==> src/shared/ccuip_params.svh <==
`ifndef CCUIP_PARAMS_SVH
`define CCUIP_PARAMS_SVH

// special function register addresses
`define CCUIP_ADDR_ENABLE   8'hC9
`define CCUIP_ADDR_SOURCE   8'hDE
`define CCUIP_ADDR_FLAGS    8'hE9

// flag and enable bit positions, same layout in both registers
`define CCUIP_BIT_CAP_A     0
`define CCUIP_BIT_CAP_B     1
`define CCUIP_BIT_RSVD      2
`define CCUIP_BIT_CMP_A     3
`define CCUIP_BIT_CMP_B     4
`define CCUIP_BIT_CMP_C     5
`define CCUIP_BIT_CMP_D     6
`define CCUIP_BIT_OVF       7

// writable bits: reserved bit 2 never stores
`define CCUIP_IMPL_MASK     8'hFB

// reset values
`define CCUIP_RST_FLAGS     8'h00
`define CCUIP_RST_ENABLE    8'h00
`define CCUIP_RST_CODE      3'h0
`define CCUIP_RST_RDATA     8'h00

// encoded source values
`define CCUIP_CODE_NONE     3'h0
`define CCUIP_CODE_CMP_D    3'h1
`define CCUIP_CODE_CMP_C    3'h2
`define CCUIP_CODE_CMP_B    3'h3
`define CCUIP_CODE_CMP_A    3'h4
`define CCUIP_CODE_CAP_B    3'h5
`define CCUIP_CODE_CAP_A    3'h6
`define CCUIP_CODE_OVF      3'h7

`endif

==> src/shared/ccuip_pkg.sv <==
`include "ccuip_params.svh"

package ccuip_pkg;

    typedef enum logic [2:0] {
        CCUIP_SRC_NONE  = `CCUIP_CODE_NONE,
        CCUIP_SRC_CMP_D = `CCUIP_CODE_CMP_D,
        CCUIP_SRC_CMP_C = `CCUIP_CODE_CMP_C,
        CCUIP_SRC_CMP_B = `CCUIP_CODE_CMP_B,
        CCUIP_SRC_CMP_A = `CCUIP_CODE_CMP_A,
        CCUIP_SRC_CAP_B = `CCUIP_CODE_CAP_B,
        CCUIP_SRC_CAP_A = `CCUIP_CODE_CAP_A,
        CCUIP_SRC_OVF   = `CCUIP_CODE_OVF
    } ccuip_code_t;

    typedef logic [7:0] ccuip_byte_t;

endpackage : ccuip_pkg

==> src/rtl/ccuip_sync.sv <==
`timescale 1ns/1ps

// three-stage synchroniser with rising-edge pulse on agreed level
module ccuip_sync #(
    parameter int WIDTH = 1
) (
    // clock and reset
    input  wire logic             ref_clk,
    input  wire logic             sys_rst,
    // asynchronous event levels
    input  wire logic [WIDTH-1:0] asyncIn,
    // one-cycle pulses in ref_clk domain
    output logic      [WIDTH-1:0] risePulse
);

    logic [WIDTH-1:0] s1_r;
    logic [WIDTH-1:0] s2_r;
    logic [WIDTH-1:0] s3_r;
    logic [WIDTH-1:0] level_r;
    logic [WIDTH-1:0] level_nxt;

    // level only moves where stages two and three agree
    always_comb begin
        level_nxt = level_r;
        for (int i = 0; i < WIDTH; i++) begin
            if (s2_r[i] == s3_r[i]) begin
                level_nxt[i] = s3_r[i];
            end
        end
    end

    assign risePulse = level_nxt & ~level_r;

    always_ff @(posedge ref_clk) begin
        if (sys_rst) begin
            s1_r    <= '0;
            s2_r    <= '0;
            s3_r    <= '0;
            level_r <= '0;
        end else begin
            s1_r    <= asyncIn;
            s2_r    <= s1_r;
            s3_r    <= s2_r;
            level_r <= level_nxt;
        end
    end

endmodule : ccuip_sync

==> src/rtl/ccuip_prioritizer.sv <==
`timescale 1ns/1ps
`include "ccuip_params.svh"

module ccuip_prioritizer
    import ccuip_pkg::*;
(
    // clock and reset
    input  wire logic       ref_clk,
    input  wire logic       sys_rst,
    // special function register port
    input  wire logic [7:0] sfrAddr,
    input  wire logic [7:0] sfrWrData,
    input  wire logic       sfrWr,
    input  wire logic       sfrRd,
    output logic      [7:0] sfrRdData,
    // timer-domain event levels
    input  wire logic       overflowEvt,
    input  wire logic [1:0] captureEvt,
    input  wire logic [3:0] compareEvt,
    // compare channel enables from the unit configuration
    input  wire logic [3:0] compareChanEn,
    // processor-level enables
    input  wire logic       global_irq_enable,
    input  wire logic       unit_irq_enable,
    // shared request toward the processor
    output logic            irqReq,
    output logic [2:0]      encoded_source
);

    ccuip_byte_t flag_register_r;
    ccuip_byte_t flag_register_nxt;
    ccuip_byte_t enable_register_r;
    ccuip_byte_t enable_register_nxt;
    ccuip_code_t code_r;
    ccuip_code_t code_nxt;
    logic        irq_r;
    logic        irq_nxt;
    ccuip_byte_t rdData_r;
    ccuip_byte_t rdData_nxt;

    logic [6:0]  evtPulse;
    ccuip_byte_t setVec;
    ccuip_byte_t activeVec;
    logic        flagWrite;
    logic        enableWrite;

    // event inputs may run off the timer PLL, so all cross here
    ccuip_sync #(
        .WIDTH (7)
    ) u_evt_sync (
        .ref_clk   (ref_clk),
        .sys_rst   (sys_rst),
        .asyncIn   ({overflowEvt, compareEvt, captureEvt}),
        .risePulse (evtPulse)
    );

    assign flagWrite   = sfrWr && (sfrAddr == `CCUIP_ADDR_FLAGS);
    assign enableWrite = sfrWr && (sfrAddr == `CCUIP_ADDR_ENABLE);

    // hardware set requests, laid out as the flag register
    always_comb begin
        setVec = '0;
        setVec[`CCUIP_BIT_CAP_A] = evtPulse[0];
        setVec[`CCUIP_BIT_CAP_B] = evtPulse[1];
        setVec[`CCUIP_BIT_CMP_A] = evtPulse[2] && compareChanEn[0];
        setVec[`CCUIP_BIT_CMP_B] = evtPulse[3] && compareChanEn[1];
        setVec[`CCUIP_BIT_CMP_C] = evtPulse[4] && compareChanEn[2];
        setVec[`CCUIP_BIT_CMP_D] = evtPulse[5] && compareChanEn[3];
        setVec[`CCUIP_BIT_OVF]   = evtPulse[6];
    end

    // fixed-priority encoder over gated flags
    function automatic ccuip_code_t encode(input ccuip_byte_t act);
        ccuip_code_t c;
        c = CCUIP_SRC_NONE;
        if (act[`CCUIP_BIT_OVF]) begin
            c = CCUIP_SRC_OVF;
        end else if (act[`CCUIP_BIT_CAP_A]) begin
            c = CCUIP_SRC_CAP_A;
        end else if (act[`CCUIP_BIT_CAP_B]) begin
            c = CCUIP_SRC_CAP_B;
        end else if (act[`CCUIP_BIT_CMP_A]) begin
            c = CCUIP_SRC_CMP_A;
        end else if (act[`CCUIP_BIT_CMP_B]) begin
            c = CCUIP_SRC_CMP_B;
        end else if (act[`CCUIP_BIT_CMP_C]) begin
            c = CCUIP_SRC_CMP_C;
        end else if (act[`CCUIP_BIT_CMP_D]) begin
            c = CCUIP_SRC_CMP_D;
        end
        return c;
    endfunction : encode

    assign activeVec = flag_register_r & enable_register_r;

    // register state
    always_comb begin
        flag_register_nxt   = flag_register_r;
        enable_register_nxt = enable_register_r;
        // writing one leaves a flag alone; software cannot set flags
        if (flagWrite) begin
            flag_register_nxt = flag_register_r & sfrWrData;
        end
        // set merged last so a racing clear never eats an event
        flag_register_nxt = (flag_register_nxt | setVec) & `CCUIP_IMPL_MASK;
        if (enableWrite) begin
            enable_register_nxt = sfrWrData & `CCUIP_IMPL_MASK;
        end
        // code and request track the next flag state, so both move together
        code_nxt = encode(flag_register_nxt & enable_register_nxt);
        irq_nxt  = global_irq_enable && unit_irq_enable
                   && (code_nxt != CCUIP_SRC_NONE);
        rdData_nxt = rdData_r;
        if (sfrRd) begin
            case (sfrAddr)
                `CCUIP_ADDR_FLAGS:  rdData_nxt = flag_register_r;
                `CCUIP_ADDR_ENABLE: rdData_nxt = enable_register_r;
                `CCUIP_ADDR_SOURCE: rdData_nxt = {5'h00, code_r};
                default:            rdData_nxt = `CCUIP_RST_RDATA;
            endcase
        end
    end

    always_ff @(posedge ref_clk) begin
        if (sys_rst) begin
            flag_register_r   <= `CCUIP_RST_FLAGS;
            enable_register_r <= `CCUIP_RST_ENABLE;
            code_r            <= CCUIP_SRC_NONE;
            irq_r             <= 1'h0;
            rdData_r          <= `CCUIP_RST_RDATA;
        end else begin
            flag_register_r   <= flag_register_nxt;
            enable_register_r <= enable_register_nxt;
            code_r            <= code_nxt;
            irq_r             <= irq_nxt;
            rdData_r          <= rdData_nxt;
        end
    end

    assign sfrRdData      = rdData_r;
    assign irqReq         = irq_r;
    assign encoded_source = code_r;
endmodule : ccuip_prioritizer

==> config.mk <==
export PLATFORM = sky130hd
export DESIGN_NAME = ccuip_prioritizer
export DESIGN_NICKNAME = d
export VERILOG_FILES = /design/src/shared/ccuip_pkg.sv /design/src/rtl/ccuip_sync.sv /design/src/rtl/ccuip_prioritizer.sv
export VERILOG_INCLUDE_DIRS = /design/src /design/src/shared
export SDC_FILE = /design/constraint.sdc
export NUM_CORES = 1
export LEC_CHECK = 0
export BUFFER_PORTS_ARGS = -buffer_cell sky130_fd_sc_hd__buf_2
export CAP_MARGIN = 40
export CORE_ASPECT_RATIO = 0.8
export CORE_MARGIN = 3
export CORE_UTILIZATION = 42
export DETAILED_ROUTE_END_ITERATION = 8
export GPL_ROUTABILITY_DRIVEN = 0
export GPL_TIMING_DRIVEN = 0
export PLACE_DENSITY = 0.69
export SKIP_CTS_REPAIR_TIMING = 1
export SYNTH_ARGS = -nofsm -noshare
export SYNTH_HDL_FRONTEND = slang
export SYNTH_SLANG_ARGS = --single-unit
==> constraint.sdc <==
create_clock -name ref_clk -period 4.48 [get_ports ref_clk]
set_input_delay 1.344 -clock ref_clk [delete_from_list [all_inputs] [get_ports ref_clk]]
set_output_delay 1.344 -clock ref_clk [all_outputs]
set_load 0.1 [all_outputs]
# After elaboration in Yosys (flattened, before gate mapping)
# Cells that the tools add are included.
# Widths: inputs -> output; s select.
totals:
  n_memories: 0
  mem_bits_rw: 0
  ff_bits: 56
  latch_bits: 0
  rom_bits: 0
  output_inout_bits: 12
classes:
  addsub: 0
  n_mux: 17
  bitwise_logic: 5
  n_lt_le_gt_ge: 0
  n_mul: 0
  eq_ne: 10
  n_div: 0
  n_shift: 0
  n_reduce_logical: 9
op_table:
  columns: ["op", "count"]
  rows:
  - ["$eq 8x8->1 const B", 3]
  - ["$pmux 8 s3", 1]
  - ["$and 8x8->8", 2]
  - ["$mux 8", 2]
  - ["$mux 3", 4]
  - ["$logic_and 1x1->1", 8]
  - ["$mux 1", 8]
  - ["$or 8x8->8", 1]
  - ["$and 7x7->7", 1]
  - ["$eq 1x1->1", 7]
  - ["$not 7->7", 1]
  - ["$mux 2", 2]
  - ["$reduce_bool 3->1", 1]

# Logic depth before layout (Yosys ltp)
depth:
  ltp_word: 15
  ltp_mapped: 7
  ltp_nobuf: 5

# Modules after synthesis
# A second synthesis with hierarchy kept.
unflattened:
  hier_cells: 241
  area_unflattened_um2: 2302.2
by_module_without_submodules:
  columns: ["module", "cells_each", "instances", "area_per_inst_um2"]
  rows:
  - ["ccuip_prioritizer", 154, 1, 1336.3]
  - ["ccuip_sync", 87, 1, 965.9]

# Least setup slack after synthesis
# No wires, ideal clock.
synth_timing:
  path_type: "in2reg"
  startpoint: "input port sfrAddr[1]"
  endpoint: "register irq_r (netlist: irqReq)"
  required_time_ps: 4343
  setup_ps: 137
  stages: 7
  path_slack_ps: 1152
  t_arrival_ps: 3191
  path_cell_list: "or4b_1 -> buf_2 -> buf_6 -> or4_4 -> o211a_1 -> nor4_1 -> a31oi_1"
synth_between:
  elab_chain_cells: 14
synth_rtl:
  columns: ["element", "line_no", "text"]
  rows:
  - ["from (decl)", "ccuip_prioritizer.sv:11", "input wire logic [7:0] sfrAddr,"]
  - ["$eq 8x8->1", null, null]
  - ["$logic_and 1x1->1", "ccuip_prioritizer.sv:57", "assign flagWrite = sfrWr && (sfrAddr == `CCUIP_ADDR_FLAGS);"]
  - ["$mux 8", "ccuip_prioritizer.sv:101", "if (flagWrite) begin"]
  - ["$or 8x8->8", "ccuip_prioritizer.sv:105", "flag_register_nxt = (flag_register_nxt | setVec) & `CCUIP_IMPL_MASK;"]
  - ["$and 8x8->8 *", "ccuip_prioritizer.sv:110", "code_nxt = encode(flag_register_nxt & enable_register_nxt);"]
  - ["$mux 1", "ccuip_prioritizer.sv:88", "end else if (act[`CCUIP_BIT_CMP_D]) begin"]
  - ["$mux 2", "ccuip_prioritizer.sv:86", "end else if (act[`CCUIP_BIT_CMP_C]) begin"]
  - ["$mux 2", "ccuip_prioritizer.sv:84", "end else if (act[`CCUIP_BIT_CMP_B]) begin"]
  - ["$mux 3", "ccuip_prioritizer.sv:82", "end else if (act[`CCUIP_BIT_CMP_A]) begin"]
  - ["$mux 3", "ccuip_prioritizer.sv:80", "end else if (act[`CCUIP_BIT_CAP_B]) begin"]
  - ["$mux 3", "ccuip_prioritizer.sv:78", "end else if (act[`CCUIP_BIT_CAP_A]) begin"]
  - ["$mux 3 *", "ccuip_prioritizer.sv:76", "if (act[`CCUIP_BIT_OVF]) begin"]
  - ["$reduce_bool 3->1 *", "ccuip_prioritizer.sv:112", "&& (code_nxt != CCUIP_SRC_NONE);"]
  - ["$logic_and 1x1->1 *", "ccuip_prioritizer.sv:112", null]
  - ["to (signal assigned)", "ccuip_prioritizer.sv:135", "irq_r <= irq_nxt;"]
  - ["to (decl)", "ccuip_prioritizer.sv:36", "logic irq_r;"]
# Mark *: on every way between the ends. The rest lies on a longest branch, timed or not.
# A chain may end at the register's enable or synchronous reset.

# Worst setup path after layout
# Ends and elaborated chain as after synthesis.

==> reports/results.ini <==
[sta]
fin_tns_setup_ps = 0
period_needed_ps = 3310
drv_slew = 0
setup_violations = 0
timing.slew.headroom = 0.574
max_freq_mhz = 302
fin_crit_sh = 0.740
worst_pin_slew_ps = 639
skew_ps = 3.69
hold_violations = 0
rsz0062_at_grt = no

[logic_synthesis]
synth_xor_xnor_area_share = 0
synth_nets = 279
synth.most_common_cell = dfxtp_1
synth.avg_cell_area_um2 = 9.05
synth.top_cell.area_share = 0.485
synth-edff-count = 0
ys_seq_elements = 54
synth_cell_types = 37
synth_top_cells_by_count = 54 x dfxtp_1, 27 x nand2_1, 26 x a21oi_1
ys_seq_area_frac = 0.485
synth-simple-area-share = 0.262
yosys.area.top_type = dfxtp_1
async_flop_share = 0
ys.warnings.count = 0
synth_top_family_by_area = simple AND/OR/NAND/NOR gates
synthAdderAreaFrac = 0
synth_compound_area_frac = 0.195
syn-instance-count = 246
mappedNetlistArea_um2 = 2230
synthFlopType = dfxtp_1
synth.area.top_cells = dfxtp_1 49%, nor2b_1 6.2%, a21oi_1 5.8%, nand2_1 4.6%, o21ai_0 3.4%
synth_mux_area_frac = 0.0146

[floorplan]
die_area_um2 = 6220
io_pins = 45
die_w_um = 87.4
core.rowCount = 23
coreArea_um2 = 5060
die_h_um = 71.1
initial_utilization = 0.440

[detailed_routing]
routed_wl_um = 4730
wl_per_cell_um = 13.2
drtPass1Iterations = 4
route.detailed.drc = 0
viasPerCell = 5.17
vias = 1850
drt_iter0_markers = 136
ant_nets = 0

[setup_path]
critPathKind = in2reg
cpMostUsedCell = buf_2
crit_fanout = 10
critPathArrivalTime_ps = 3490
worstPathRequired_ps = 4660
critical_path.max_stage_delay_ps = 520
path_cells = buf_2, or4b_1, buf_2, buf_6, or4_4, o211a_1, nor4_1, a31oi_1
startpoint_type = input port
r2r_cells = 5
slowest_stage = or4b_1
cp-end-kind = flip-flop

[cells_and_area]
area_growth_pct = 18.1
fin_util = 0.520
drive_above_1_share = 0.209
n_antenna_cell = 0
postLayoutCellArea_um2 = 2630
nets = 328

[cts]
cts_max_level = 2
clk_pin_slew_worst_paths_ps = 100
clockBufferDepth = 2
clk_latency_ps = 310
cts-buffers-inserted = 5
cts_sinks = 54
root_buffer = clkbuf_8
cts_tree = done

[placement]
place_area_um2 = 2510
numPortBuffers = 42
dp_hpwl_um = 3560

[min_path]
hp-class = reg2reg
min_path_cells = 1

[grt]
overflow = 0
grt_max_degree = 19
grt_pass1_vias = 1686
antenna_found_initial = 0
grt_pass1_wl_um = 8070
grt_util_all_layers = 0.165

[power]
p_leak_nw = 0.959
internal_power_w = 0.000679
p_clk_frac = 0.381
power.density_nw_per_um2 = 336
pwr-share-seq = 0.557
share_comb_of_total_power = 0.062
p_switching_w = 0.000206
ir_drop_uv = 218
swShare = 0.233

[outcome]
status = finished, final reports clean

[flow_run]
drv_cap = 0

logic make-up after synthesis:
family                 Yosys count
AOI/OAI and AO/OA               64
buffers and inverters           21
DFF                             54
muxes                            3
and+or+nand+nor                104
layout by cell type, fill, tap and decap left out, drive strengths merged, types with 2 or more instances in the layout:
| cell | count |
|---|---|
| a221oi | 2 |
| nand3b | 4 |
| nand2 | 27 |
| nor2 | 19 |
| o41a | 3 |
| clkbuf | 13 |
| nor2b | 22 |
| a2111oi | 3 |
| nand3 | 7 |
| dfxtp | 54 |
| o211ai | 3 |
| nand2b | 7 |
| and4b | 7 |
| a22oi | 2 |
| or4 | 3 |
| o21ai | 15 |
| inv | 9 |
| mux2 | 2 |
| buf | 47 |
| nor4 | 4 |
| a211oi | 7 |
| a21oi | 26 |
power by group through the flow:
stage	Combinational [W]	Sequential, W	Clock, W
finish	0.0000546	0.000493	0.000337
global route	0.0000617	0.000495	0.000362
CTS	0.0000550	0.000493	0.000345
detailed placement	0.0000548	0.000504	0
global placement	0.0000541	0.000504	0
floorplan	0.0000239	0.000510	0
sequential cells by signal (all words and copies together) (netlist names):
signal,flops
enable_register_r,7
encoded_source,3
flag_register_r,7
irqReq,1
sfrRdData,8
u_evt_sync.level_r,7
u_evt_sync.s1_r,7
u_evt_sync.s2_r,7
u_evt_sync.s3_r,7
routing by layer:
| layer | GRT usage | up-vias | routed length [µm] |
|---|---|---|---|
| li1 | - | 967 | - |
| met1 | 0.242 | 818 | 2320 |
| met2 | 0.237 | 59 | 2000 |
| met3 | 0.0396 | 6 | 368 |
| met4 | 0.0545 | 0 | 48 |
| met5 | 0 | - | 0 |
layout make-up:
cell class	count	area (µm²)
well taps	62	77.6
flip-flops and latches	54	1080
multi-input cells	171	1050
clock inverters	3	47.5
clock buffers	5	68.8
repair buffers	42	210
plain buffers	13	65.1
inverters	8	30.0
fillers	486	2430
final timing paths:
kind	startpoint	end	slack (ps)
min reg2reg	u_evt_sync.s1_r[3]	u_evt_sync.s2_r[3]	440
max	sfrAddr[1]	irqReq	1170
min	u_evt_sync.s1_r[3]	u_evt_sync.s2_r[3]	440
max reg2reg	u_evt_sync.s2_r[2]	encoded_source[0]	2530
through the flow:
| step | total power, W | hold WS [ps] | setup WS, ps | instances |
|---|---|---|---|---|
| after detailed placement | 0.000559 | 424 | 857 | 350 |
| after global routing | 0.000919 | 462 | 1090 | 358 |
| final | 0.000885 | 443 | 1170 | 358 |
| after CTS | 0.000893 | 449 | 1180 | 358 |
| after floorplan | 0.000534 | 414 | 1150 | 246 |
| after global placement | 0.000558 | 415 | 835 | 350 |
worst max-delay path, delay by kind of cell:
kind	cells	cell delay (ps)
AND/OR/NAND/NOR	3	1390
buffers and inverters	3	450
AO/OA/AOI/OAI	2	300
(Power assumes the default switching activity.)
